<file path="src/common/bpm_pkg.sv">
/*
 * Package for the brown-out power monitor: register offsets, bit positions,
 * reset values, threshold codes and sampling-interval timing.
 * Assumes a 10 MHz system clock and an APB master with 32-bit data.
 */
package bpm_pkg;

    localparam int unsigned CLK_HZ = 10_000_000;

    // APB byte addresses: control stands at its printed offset
    localparam logic [11:0] ADDR_CONTROL  = 12'h0AC;
    localparam logic [11:0] ADDR_RSTSTAT  = 12'h0B0;
    localparam logic [11:0] ADDR_PWRCTL   = 12'h0B4;
    localparam logic [11:0] ADDR_IRQSTAT  = 12'h0B8;
    localparam logic [11:0] ADDR_IRQMASK  = 12'h0BC;
    localparam logic [11:0] ADDR_IRQEN    = 12'h0C0;

    // power_monitor_control bit positions
    localparam int unsigned PMC_DETECT_EN = 7;
    localparam int unsigned PMC_RST_SEL   = 4;
    localparam int unsigned PMC_EVT_FLAG  = 3;
    localparam int unsigned PMC_LOW_POWER = 2;
    localparam int unsigned PMC_STATE     = 0;

    localparam int unsigned RSR_BOR_CAUSE = 2;
    localparam int unsigned POWER_CONTROL_REGISTER_COLD     = 4;

    // extended_irq_enable_reg: brown-out enable and global enable bits
    localparam int unsigned IRQEN_BROWNOUT = 2;
    localparam int unsigned IRQEN_GLOBAL   = 7;

    // irq status/mask layout
    localparam int unsigned IRQ_DROP   = 0;
    localparam int unsigned IRQ_RESUME = 1;
    localparam int unsigned IRQ_BROWNOUT_RESET_SELECT  = 2;
    localparam int unsigned IRQ_BITS   = 3;

    // trigger threshold codes
    localparam logic [1:0] THR_2V2 = 2'h3;
    localparam logic [1:0] THR_2V7 = 2'h2;
    localparam logic [1:0] THR_3V8 = 2'h1;
    localparam logic [1:0] THR_4V5 = 2'h0;

    // low-power sampling interval
    localparam int unsigned SAMPLE_US = 12_800;
    localparam int unsigned SAMPLE_CYCLES = SAMPLE_US * (CLK_HZ / 1_000_000);
    localparam int unsigned SLOWRC_HZ = 10_000;
    localparam int unsigned SLOWRC_DIV = CLK_HZ / SLOWRC_HZ;
    localparam int unsigned SLOWRC_TICKS = SAMPLE_CYCLES / SLOWRC_DIV;

    localparam logic [7:0] PMC_RESET = 8'h00;

    typedef struct packed {
        logic       detectEnable;
        logic       resetSelect;
        logic       lowPower;
        logic [1:0] threshold;
    } bpm_cfg_t;

    typedef enum logic [1:0] {
        MON_OFF,
        MON_CONT,
        MON_SAMPLED
    } bpm_mode_t;

endpackage

</file>
<file path="src/rtl/bpm_monitor.sv">
/*
 * Brown-out power monitor: cold-start flag, brown-out flag, brown-out
 * reset request with sticky cause, low-power sampled detection on a slow
 * tick derived from the system clock, APB register slave, interrupt.
 * Assumes the analog comparator output is asynchronous and high while the
 * supply is below the selected level; porRst is true power-on reset only.
 */
`timescale 1ns/1ps

// How it works
// RL1: power-on completion sets cold-start flag
// RL2: two-bit field selects comparator trigger level
// RL3: drop with reset-select 0 sets flag, irq
// RL4: cleared flag stays clear until next crossing
// RL5: supply resume also sets the event flag
// RL6: read-only state bit: drop or resume
// RL7: drop with reset-select 1 requests reset
// RL8: brown-out reset sets the cause bit
// RL9: cause survives all but power-on reset
// RL10: low-power select only acts when enabled
// RL11: low-power mode samples every 12.8 ms
// RL12: low-power mode runs slow RC timer
// RL13: sampled mode compares without hysteresis
// RL14: normal mode monitors continuously
// RL15: irq needs both enables; software clears
// RL16: codes 11,10,01,00 = 2.2,2.7,3.8,4.5 V
// RL17: detect enable switches detection on/off
// RL18: comparator passes two-flop synchroniser
module bpm_monitor
    import bpm_pkg::*;
(
    input  wire logic        sys_clk,       // system clock, 10 MHz
    input  wire logic        srst,          // any reset, active high
    input  wire logic        porRst,        // power-on reset, active high
    input  wire logic        cmpBelow,      // comparator: vdd below level
    input  wire logic        cfgDefault,    // loaded detect enable at reset
    input  wire logic [1:0]  cfgThreshold,  // loaded threshold code
    input  wire logic        psel,          // APB select
    input  wire logic        penable,       // APB enable
    input  wire logic        pwrite,        // APB write
    input  wire logic [11:0] paddr,         // APB byte address
    input  wire logic [31:0] pwdata,        // APB write data
    output logic      [31:0] prdata,        // APB read data
    output logic             pready,        // APB ready
    output logic             pslverr,       // APB error
    output logic      [1:0]  thresholdSel,  // level code to comparator
    output logic             cmpEnable,     // comparator power
    output logic             cmpHystEnable, // hysteresis on
    output logic             slowRcOn,      // slow RC oscillator on
    output logic             brownoutReset, // reset request pulse
    output logic             cpuIrq,        // brown-out irq to CPU
    output logic             irq            // masked status interrupt
);

    bpm_cfg_t  cfg, next_cfg;
    logic      eventFlag, next_eventFlag;
    logic      stateBit, next_stateBit;
    logic      borCause, next_borCause;
    logic      coldFlag, next_coldFlag;
    logic [7:0] irqEnReg, next_irqEnReg;
    logic [IRQ_BITS-1:0] irqStat, next_irqStat;
    logic [IRQ_BITS-1:0] irqMask, next_irqMask;
    logic      syncA, syncB, belowSeen, next_belowSeen;
    logic      primed, next_primed;
    logic [15:0] divCnt, next_divCnt;
    logic [15:0] tickCnt, next_tickCnt;
    logic      rstPend, next_rstPend;
    logic [31:0] next_prdata;
    bpm_mode_t mode;
    logic      wrAcc, rdAcc, sample, dropEv, riseEv, decoded;
    logic      next_cpuIrq, next_irq;

    // register decode
    logic      selCtrl, selRstStat, selPwrCtl;
    logic      selIrqStat, selIrqMask, selIrqEn;

    // synchroniser: first stage is read only by the second
    // reset clears both stages so no false edge follows reset
    always_ff @(posedge sys_clk) begin
        if (srst || porRst) begin
            syncA <= 1'b0;
            syncB <= 1'b0;
        end else begin
            syncA <= cmpBelow;  // RL18
            syncB <= syncA;     // RL18
        end
    end

    always_comb begin
        if (!cfg.detectEnable) begin
            mode = MON_OFF;                         // RL17
        end else if (cfg.lowPower) begin
            mode = MON_SAMPLED;                     // RL10
        end else begin
            mode = MON_CONT;                        // RL14
        end
    end

    assign thresholdSel  = cfg.threshold;           // RL2 RL16
    assign cmpHystEnable = (mode == MON_CONT);      // RL13
    assign slowRcOn      = (mode == MON_SAMPLED);   // RL12
    assign cmpEnable     = (mode != MON_OFF);   // RL17

    // slow tick count stands in for the 10 kHz RC
    // leaving sampled mode clears both counts, so the interval restarts
    always_comb begin
        next_divCnt  = divCnt;
        next_tickCnt = tickCnt;
        sample       = 1'b0;
        case (mode)
            MON_CONT: begin
                next_divCnt  = '0;
                next_tickCnt = '0;
                sample       = 1'b1;                // RL14
            end
            MON_SAMPLED: begin
                if (divCnt == 16'(SLOWRC_DIV - 1)) begin
                    next_divCnt = '0;               // RL12
                    if (tickCnt == 16'(SLOWRC_TICKS - 1)) begin
                        next_tickCnt = '0;
                        sample       = 1'b1;        // RL11
                    end else begin
                        next_tickCnt = tickCnt + 16'h0001;
                    end
                end else begin
                    next_divCnt = divCnt + 16'h0001;
                end
            end
            default: begin
                next_divCnt  = '0;
                next_tickCnt = '0;
            end
        endcase
    end

    // crossings only: a held low supply makes no repeat event
    // a low first sample after enable counts as a drop crossing
    always_comb begin
        next_belowSeen = belowSeen;
        next_primed    = primed;
        dropEv         = 1'b0;
        riseEv         = 1'b0;
        if (mode == MON_OFF) begin
            next_primed    = 1'b0;
            next_belowSeen = 1'b0;
        end else if (sample) begin
            next_primed    = 1'b1;
            next_belowSeen = syncB;
            dropEv = syncB && (!belowSeen || !primed);   // RL4
            riseEv = !syncB && belowSeen && primed;      // RL5
        end
    end

    // one-hot decode keeps the write and read paths in step
    assign selCtrl    = (paddr == ADDR_CONTROL);
    assign selRstStat = (paddr == ADDR_RSTSTAT);
    assign selPwrCtl  = (paddr == ADDR_PWRCTL);
    assign selIrqStat = (paddr == ADDR_IRQSTAT);
    assign selIrqMask = (paddr == ADDR_IRQMASK);
    assign selIrqEn   = (paddr == ADDR_IRQEN);
    assign decoded    = selCtrl || selRstStat || selPwrCtl
                     || selIrqStat || selIrqMask || selIrqEn;
    assign wrAcc      = psel && penable && pwrite;
    // read data captured in setup so it stands through the access
    assign rdAcc      = psel && !penable && !pwrite;
    assign pready     = 1'b1;
    // unmapped writes are dropped and unmapped reads give zero
    assign pslverr    = psel && penable && !decoded;

    // control, reset-cause and cold-start bits
    always_comb begin
        next_cfg       = cfg;
        next_eventFlag = eventFlag;
        next_stateBit  = stateBit;
        next_borCause  = borCause;
        next_coldFlag  = coldFlag;
        next_rstPend   = 1'b0;
        if (wrAcc && selCtrl) begin
            next_cfg.detectEnable = pwdata[PMC_DETECT_EN];
            next_cfg.resetSelect  = pwdata[PMC_RST_SEL];
            next_cfg.lowPower     = pwdata[PMC_LOW_POWER];
            next_eventFlag        = pwdata[PMC_EVT_FLAG];     // RL15
        end
        if (wrAcc && selRstStat) begin
            next_borCause = pwdata[RSR_BOR_CAUSE];            // RL9
        end
        if (wrAcc && selPwrCtl) begin
            next_coldFlag = pwdata[POWER_CONTROL_REGISTER_COLD];                // RL1
        end
        // hardware set wins over a clear in the same cycle
        if (dropEv && cfg.resetSelect) begin
            next_rstPend  = 1'b1;                             // RL7
            next_borCause = 1'b1;                             // RL8
        end else if (dropEv) begin
            next_eventFlag = 1'b1;                            // RL3
            next_stateBit  = 1'b1;                            // RL6
        end
        if (riseEv) begin
            next_eventFlag = 1'b1;                            // RL5
            next_stateBit  = 1'b0;                            // RL6
        end
    end

    // interrupt status, mask and enables
    always_comb begin
        next_irqEnReg = irqEnReg;
        next_irqMask  = irqMask;
        next_irqStat  = irqStat;
        if (wrAcc && selIrqStat) begin
            next_irqStat = irqStat & ~pwdata[IRQ_BITS-1:0];
        end
        if (wrAcc && selIrqMask) begin
            next_irqMask = pwdata[IRQ_BITS-1:0];
        end
        if (wrAcc && selIrqEn) begin
            next_irqEnReg = pwdata[7:0];
        end
        // a new event is not lost to a clear in the same cycle
        if (dropEv && cfg.resetSelect) begin
            next_irqStat[IRQ_BROWNOUT_RESET_SELECT] = 1'b1;
        end else if (dropEv) begin
            next_irqStat[IRQ_DROP] = 1'b1;
        end
        if (riseEv) begin
            next_irqStat[IRQ_RESUME] = 1'b1;
        end
    end

    always_comb begin
        next_prdata = 32'h0000_0000;
        if (rdAcc) begin
            case (paddr)
                ADDR_CONTROL: begin
                    next_prdata[PMC_DETECT_EN] = cfg.detectEnable;
                    next_prdata[PMC_RST_SEL]   = cfg.resetSelect;
                    next_prdata[PMC_EVT_FLAG]  = eventFlag;
                    next_prdata[PMC_LOW_POWER] = cfg.lowPower;
                    next_prdata[PMC_STATE]     = stateBit;        // RL6
                end
                ADDR_RSTSTAT: begin
                    next_prdata[RSR_BOR_CAUSE] = borCause;
                end
                ADDR_PWRCTL: begin
                    next_prdata[POWER_CONTROL_REGISTER_COLD] = coldFlag;
                end
                ADDR_IRQSTAT: begin
                    next_prdata[IRQ_BITS-1:0] = irqStat;
                end
                ADDR_IRQMASK: begin
                    next_prdata[IRQ_BITS-1:0] = irqMask;
                end
                ADDR_IRQEN: begin
                    next_prdata[7:0] = irqEnReg;
                end
                default: ;
            endcase
        end
    end

    // cause and cold flag live outside the ordinary reset domain
    always_ff @(posedge sys_clk) begin
        if (porRst) begin
            borCause <= 1'b0;                                     // RL9
            coldFlag <= 1'b1;                                     // RL1
        end else begin
            borCause <= next_borCause;
            coldFlag <= next_coldFlag;
        end
    end

    // control register group
    always_ff @(posedge sys_clk) begin
        if (srst || porRst) begin
            cfg.detectEnable <= cfgDefault;
            cfg.resetSelect  <= PMC_RESET[PMC_RST_SEL];
            cfg.lowPower     <= PMC_RESET[PMC_LOW_POWER];
            cfg.threshold    <= cfgThreshold;                     // RL2
            eventFlag        <= PMC_RESET[PMC_EVT_FLAG];
            stateBit         <= PMC_RESET[PMC_STATE];
            rstPend          <= 1'b0;
        end else begin
            cfg       <= next_cfg;
            eventFlag <= next_eventFlag;
            stateBit  <= next_stateBit;
            rstPend   <= next_rstPend;
        end
    end

    // interrupt group
    always_ff @(posedge sys_clk) begin
        if (srst || porRst) begin
            irqEnReg <= 8'h00;
            irqStat  <= '0;
            irqMask  <= '0;
            cpuIrq   <= 1'b0;
            irq      <= 1'b0;
        end else begin
            irqEnReg <= next_irqEnReg;
            irqStat  <= next_irqStat;
            irqMask  <= next_irqMask;
            cpuIrq   <= next_cpuIrq;
            irq      <= next_irq;
        end
    end

    // crossing detector group
    always_ff @(posedge sys_clk) begin
        if (srst || porRst) begin
            belowSeen <= 1'b0;
            primed    <= 1'b0;
        end else begin
            belowSeen <= next_belowSeen;
            primed    <= next_primed;
        end
    end

    // slow tick timer group
    always_ff @(posedge sys_clk) begin
        if (srst || porRst) begin
            divCnt  <= 16'h0000;
            tickCnt <= 16'h0000;
        end else begin
            divCnt  <= next_divCnt;
            tickCnt <= next_tickCnt;
        end
    end

    // bus read group
    always_ff @(posedge sys_clk) begin
        if (srst || porRst) begin
            prdata <= 32'h0000_0000;
        end else begin
            prdata <= next_prdata;
        end
    end

    assign brownoutReset = rstPend;                               // RL7

    // request lines are registered so they cannot glitch
    always_comb begin
        next_cpuIrq = eventFlag && irqEnReg[IRQEN_BROWNOUT]
                   && irqEnReg[IRQEN_GLOBAL];                     // RL15
        next_irq    = |(irqStat & irqMask);
    end

endmodule
</file>
<file path="config.mk">
export PLATFORM = sky130hd
export DESIGN_NAME = bpm_monitor
export DESIGN_NICKNAME = d
export VERILOG_FILES = /design/src/common/bpm_pkg.sv /design/src/rtl/bpm_monitor.sv
export SDC_FILE = /design/constraint.sdc
export NUM_CORES = 1
export LEC_CHECK = 0
export ABC_AREA = 1
export BUFFER_PORTS_ARGS = -buffer_cell sky130_fd_sc_hd__buf_2
export CAP_MARGIN = 20
export CORE_ASPECT_RATIO = 1.4
export CORE_UTILIZATION = 52
export CTS_CLUSTER_DIAMETER = 150
export DETAILED_ROUTE_END_ITERATION = 16
export PLACE_DENSITY = 0.75
export SYNTH_ARGS = -nofsm -noshare
export SYNTH_HDL_FRONTEND = slang
export SYNTH_SLANG_ARGS = --single-unit
</file>
<file path="constraint.sdc">
create_clock -name sys_clk -period 1.8 [get_ports sys_clk]
set_clock_uncertainty 0.05 [all_clocks]
set_input_delay 0.18 -clock sys_clk [delete_from_list [all_inputs] [get_ports sys_clk]]
set_output_delay 0.18 -clock sys_clk [all_outputs]
set_load 0.005 [all_outputs]
</file>
* After elaboration in Yosys (flattened, before gate mapping)
Index checks and enable logic that the tools add are counted.
Word-level totals: flip-flop bits (word level) 94, bits of input ports 54, output and inout port bits 42, word-level logic and storage cells 118
Operators by class: $add $sub $neg 2, eq/ne operators 10, muxes and demuxes 30, bitwise gates (word level) 7, reduce and logical (&&, ||, !) cells 44
Operators with widths (number):
- $eq A12 B8 Y1 const B | 6
- $add A16 B1 Y16 const B | 2
- $logic_and A1 B1 Y1 | 17
- $mux W1 | 17
- $eq A16 B10 Y1 const B | 1
- $eq A16 B7 Y1 const B | 1
- $mux W16 | 1
- $reduce_bool A2 Y1 | 5
- $reduce_or A3 Y1 | 3
- $reduce_or A2 Y1 | 4
- $logic_or A1 B1 Y1 | 7
- $and A3 B3 Y3 | 2
- $logic_not A1 Y1 | 6
- $mux W3 | 2
- $pmux W1 S2 | 3
- $pmux W1 S3 | 2
- $mux W5 | 1
- $pmux W1 S5 | 1
- $mux W2 | 2
- $not A1 Y1 | 4
- $pmux W1 S4 | 1
- $not A3 Y3 | 1
- $eq A2 B1 Y1 const B | 1
- $eq A2 B2 Y1 const B | 1
- 2 further kinds | 2

* Longest topological paths before layout
word-level depth 9, depth in mapped cells 12

* Worst setup path after synthesis
OpenSTA, ideal clock, no wires.
kind reg2reg, start reg tickCnt[0], end reg eventFlag, library setup time 0.064 ns, arrival 1.498 ns, required time 1.686 ns, path slack 0.188 ns, stages on the path, launching flop included 12, path buffers 0, period minus slack after synthesis 1.612 ns, cell sequence dfxtp_1 -> ha_1 -> nand2_2 -> nor2_1 -> nand2_1 -> nor2_1 -> nand2_4 -> nand2_4 -> nand3_1 -> nand2_1 -> nor2_1 -> nor2_1
On the way: longest elaborated chain between the ends 9
RTL lines:
- start: declaration | line bpm_monitor.sv:66 | logic [15:0] tickCnt, next_tickCnt;
- start signal: assignment | line bpm_monitor.sv:324 | tickCnt <= next_tickCnt;
- $eq A16 B7 Y1 * | line bpm_monitor.sv:119 | if (tickCnt == 16'(SLOWRC_TICKS - 1)) begin
- $mux W1 * | line bpm_monitor.sv:119
- $mux W1 * | line bpm_monitor.sv:117 | if (divCnt == 16'(SLOWRC_DIV - 1)) begin
- $pmux W1 S2 * | line bpm_monitor.sv:110 | case (mode)
- $mux W1 | line bpm_monitor.sv:146 | end else if (sample) begin
- $mux W1 | line bpm_monitor.sv:143 | if (mode == MON_OFF) begin
- $mux W1 or $logic_and A1 B1 Y1 (tied branches) | line bpm_monitor.sv:194, bpm_monitor.sv:191
- $mux W1 | line bpm_monitor.sv:191 | if (dropEv && cfg.resetSelect) begin
- $mux W1 * | line bpm_monitor.sv:198 | if (riseEv) begin
- end signal: assignment | line bpm_monitor.sv:278 | eventFlag <= PMC_RESET[PMC_EVT_FLAG];
- end signal: assignment | line bpm_monitor.sv:283 | eventFlag <= next_eventFlag;
- end: declaration | line bpm_monitor.sv:56 | logic eventFlag, next_eventFlag;
Mark *: on every way between the ends. The rest lies on a longest branch, timed or not. A chain may end at the register's enable or synchronous reset.

* Worst setup path in the final report
start in porRst, end reg divCnt[10]
On the way: longest elaborated chain between the ends 2
RTL lines:
- start: declaration | line bpm_monitor.sv:34 | input wire logic porRst,
- $logic_or A1 B1 Y1 | line bpm_monitor.sv:319 | if (srst || porRst) begin
- $reduce_or A3 Y1 (no line)
- end signal: assignment | line bpm_monitor.sv:323 | divCnt <= next_divCnt;
- end: declaration | line bpm_monitor.sv:65 | logic [15:0] divCnt, next_divCnt;
Every way passes these cells.

==> impl_metrics.toml <==
[yosys]
synth_top_area_share_pct = 36.6
avgSynthCellArea_um2 = 7.18
yosysTopAreaCell = "dfxtp_1"
synth_area_leaders = "dfxtp_1, nand2_1, nor2_1"
yosys_warnings = 0
synth-seq-cells = 70
netlist_area_um2 = 3660
synth_cells = 510
ys.flop_type = "dfxtp_1"
synthArstFlopShare_pct = 0
seq_area_frac_synth_pct = 39.1
synth_edf_count = 3
synth_cell_types = 39

[setup_path]
crit_chain = "dlygate4sd3_1 -> buf_2 -> nor2_4 -> inv_2 -> nor2_2 -> inv_1 -> nor2_4 -> inv_2 -> nor3b_1"
critPathBufInv = 5
critPathKind = "input port to flop"
worst-path-max-fanout = 13
reg2reg_depth = 9
end_kind = "flop"
arrival_ns = 1.92
r2r-end = "divCnt[10]$_SDFF_PP0_"
critPathSlowestCell = "dlygate4sd3_1"
worst-path-stages = 9
startpoint_type = "input port"
cp_top_family = "buffers and inverters"
crit_end = "divCnt[10]$_SDFF_PP0_"
slowest_delay_ns = 0.53
startpoint = "porRst"
rrSetupSlack_ns = 0.11
r2r_start = "divCnt[11]$_SDFF_PP0_"
cp.required_ns = 2.02

[routing]
avgRoutedWirePerCell_um = 12.5
drtAntennaViolNets = 0
drc = 0
wl_met2_um = 4470
top_layer_used = "met4"
met1Wirelength_um = 3140
first_pass_iters = 5
totalWireLength_um = 8350
drt_iter0_drc = 209
dr_wl_met3_um = 350
via_per_inst = 5.23
routed-via-count = 3504

[status]
outcome = "finished, violations left"
failed_checks = "negative hold slack"

[place]
hpwlAfterDp_um = 6200
routabilityCongestion = 0.897
portBuffers = 46

[clock_tree]
cts_buffers = 9
clock-sinks = 70
clk_pin_slew_ns = 0.07
h-tree-depth = 3
root_buffer = "clkbuf_8"
cts.path.max_buffers = 2
clock_latency_ns = 0.35
cts_tree = "built"

[final_layout]
syn_to_final_growth_pct = 15.2
drive_above_1_share_pct = 21.5
nNetsFinal = 629
final_common_cell = "nand2_1"
n_antenna_cell = 0
mostFrequentLayoutCells = "nand2_1, nor2_1, dfxtp_1"
fin_util_pct = 63.0
nFillCells = 622

[sta]
hold_viol = 1
fmax_ghz = 0.587
setup_viol = 0
fin_crit_sh_pct = 94.6
finalMaxSlewViolations = 0
period_needed_ns = 1.70
hold_ws_ns = -0.000275
fin_tns_setup_ns = 0

[pwr]
power_density_nw_per_um2 = 681
p_total_mw = 2.87
p_leak_nw = 1.66
max-vdd-ir-drop_v = 0.000642

[floorplanning]
die_y_um = 101
die_w_um = 72.9
die_area_um2 = 7390
core_area_um2 = 6700
initial_core_util_pct = 54.7
ios = 96
rows = 35

[global_route]
grt_pass1_vias = 3218
grt_remaining_overflow = 0
antenna_found_initial = 0
grt_max_degree = 14
track_usage_pct = 23.6
grt_pass1_wl_um = 13500

[hold_path]
whs_path_depth = 3
hold_path.class = "input port to flop"

[flow_run]
drv_cap = 0
==> cells in the mapped netlist (2+ instances only) <==
master / count
ha_1: 2
nand3b_1: 4
nor2_2: 5
o21a_1: 2
nand2_1: 90
o22ai_1: 4
or2_2: 3
nor3_1: 10
nand3_1: 30
nor3_2: 2
a21oi_1: 34
nand2_4: 2
buf_2: 2
a211oi_1: 8
nand4_1: 15
nor2_4: 5
buf_6: 3
o21ai_0: 18
clkbuf_1: 3
nor4_1: 4
nand2_2: 6
nor2_1: 75
inv_2: 8
dfxtp_1: 67
xor2_1: 7
inv_1: 58
buf_4: 27
edfxtp_1: 3
conb_1: 2
o32ai_1: 2
==> worst min-delay path: stages <==
cell and delay, ns:
buf_2 0.09, inv_1 0.05, nor2_1 0.04
==> worst min path at each step <==
stage                          startpoint                   endpoint  slack, ns
after global placement    cfgThreshold[0]  thresholdSel[0]$_DFFE_PP_       0.31
after floorplan                    porRst      borCause$_SDFFE_PP0P_       0.20
after detailed placement  cfgThreshold[0]  thresholdSel[0]$_DFFE_PP_       0.31
final                            cmpBelow           syncA$_SDFF_PP0_    -0.0003
after global routing             cmpBelow           syncA$_SDFF_PP0_       0.01
after CTS                        cmpBelow           syncA$_SDFF_PP0_     0.0009
==> layout make-up <==
type                            count  area, µm²  area share, %
Multi-Input combinational cell    362       1850           43.9
Clock inverter                      6       46.3           1.10
Timing Repair Buffer               64        385           9.13
Sequential cell                    70       1430           34.0
Inverter                           66        248           5.87
Clock buffer                       10        138           3.26
Tap cell                           92        115           2.73
==> cell families after synthesis <==
kind of cell               Yosys count  synth area share, %
other                                2                0.205
adders and majority gates            2                0.683
xor gates and xnor gates             8                 1.91
DFF                                 70                 39.1
buffers and inverters              101                 13.8
AOI/OAI and AO/OA                   71                 11.0
and+or+nand+nor                    256                 33.3
==> per-layer routing <==
| metal | up-vias | global-route usage, % |
|---|---|---|
| li1 | 1738 | - |
| met1 | 1621 | 23.4 |
| met2 | 108 | 44.3 |
| met3 | 37 | 4.28 |
| met4 | 0 | 14.9 |
| met5 | - | 0 |
==> power by group <==
| part | total, mW | switching, mW | internal (mW) |
|---|---|---|---|
| registers | 1.57 | 0.00401 | 1.57 |
| clock network | 1.16 | 0.616 | 0.541 |
| logic | 0.142 | 0.0871 | 0.0551 |
==> what timing repair did <==
item | 4_1_cts | 5_1_grt
setup endpoints to repair | 0 | 13
hold buffers | 3 | 0
gates resized for setup | 0 | 13
endpoints found under the hold margin | 3 | 0
setup buffers | 0 | 3
==> registers in the layout, indices dropped and copies added, names as in the netlist <==
signal	count
divCnt	16
tickCnt	16
irqEnReg	8
prdata	8
cfg	3
irqMask	3
irqStat	3
thresholdSel	2
belowSeen	1
borCause	1
brownoutReset	1
coldFlag	1
cpuIrq	1
eventFlag	1
irq	1
primed	1
stateBit	1
syncA	1
syncB	1
==> stage by stage <==
stage,setup slack (ns),hold WS [ns],area (µm²),instances
after CTS,0.0205,0.000922,4140,667
after floorplan,0.188,0.199,3750,533
after global routing,-0.00826,0.0104,4220,670
after global placement,0.0836,0.307,3930,648
after detailed placement,0.0411,0.308,3930,648
final,0.0975,-0.000275,4220,670
No activity file was read; power rests on OpenSTA's default activity.
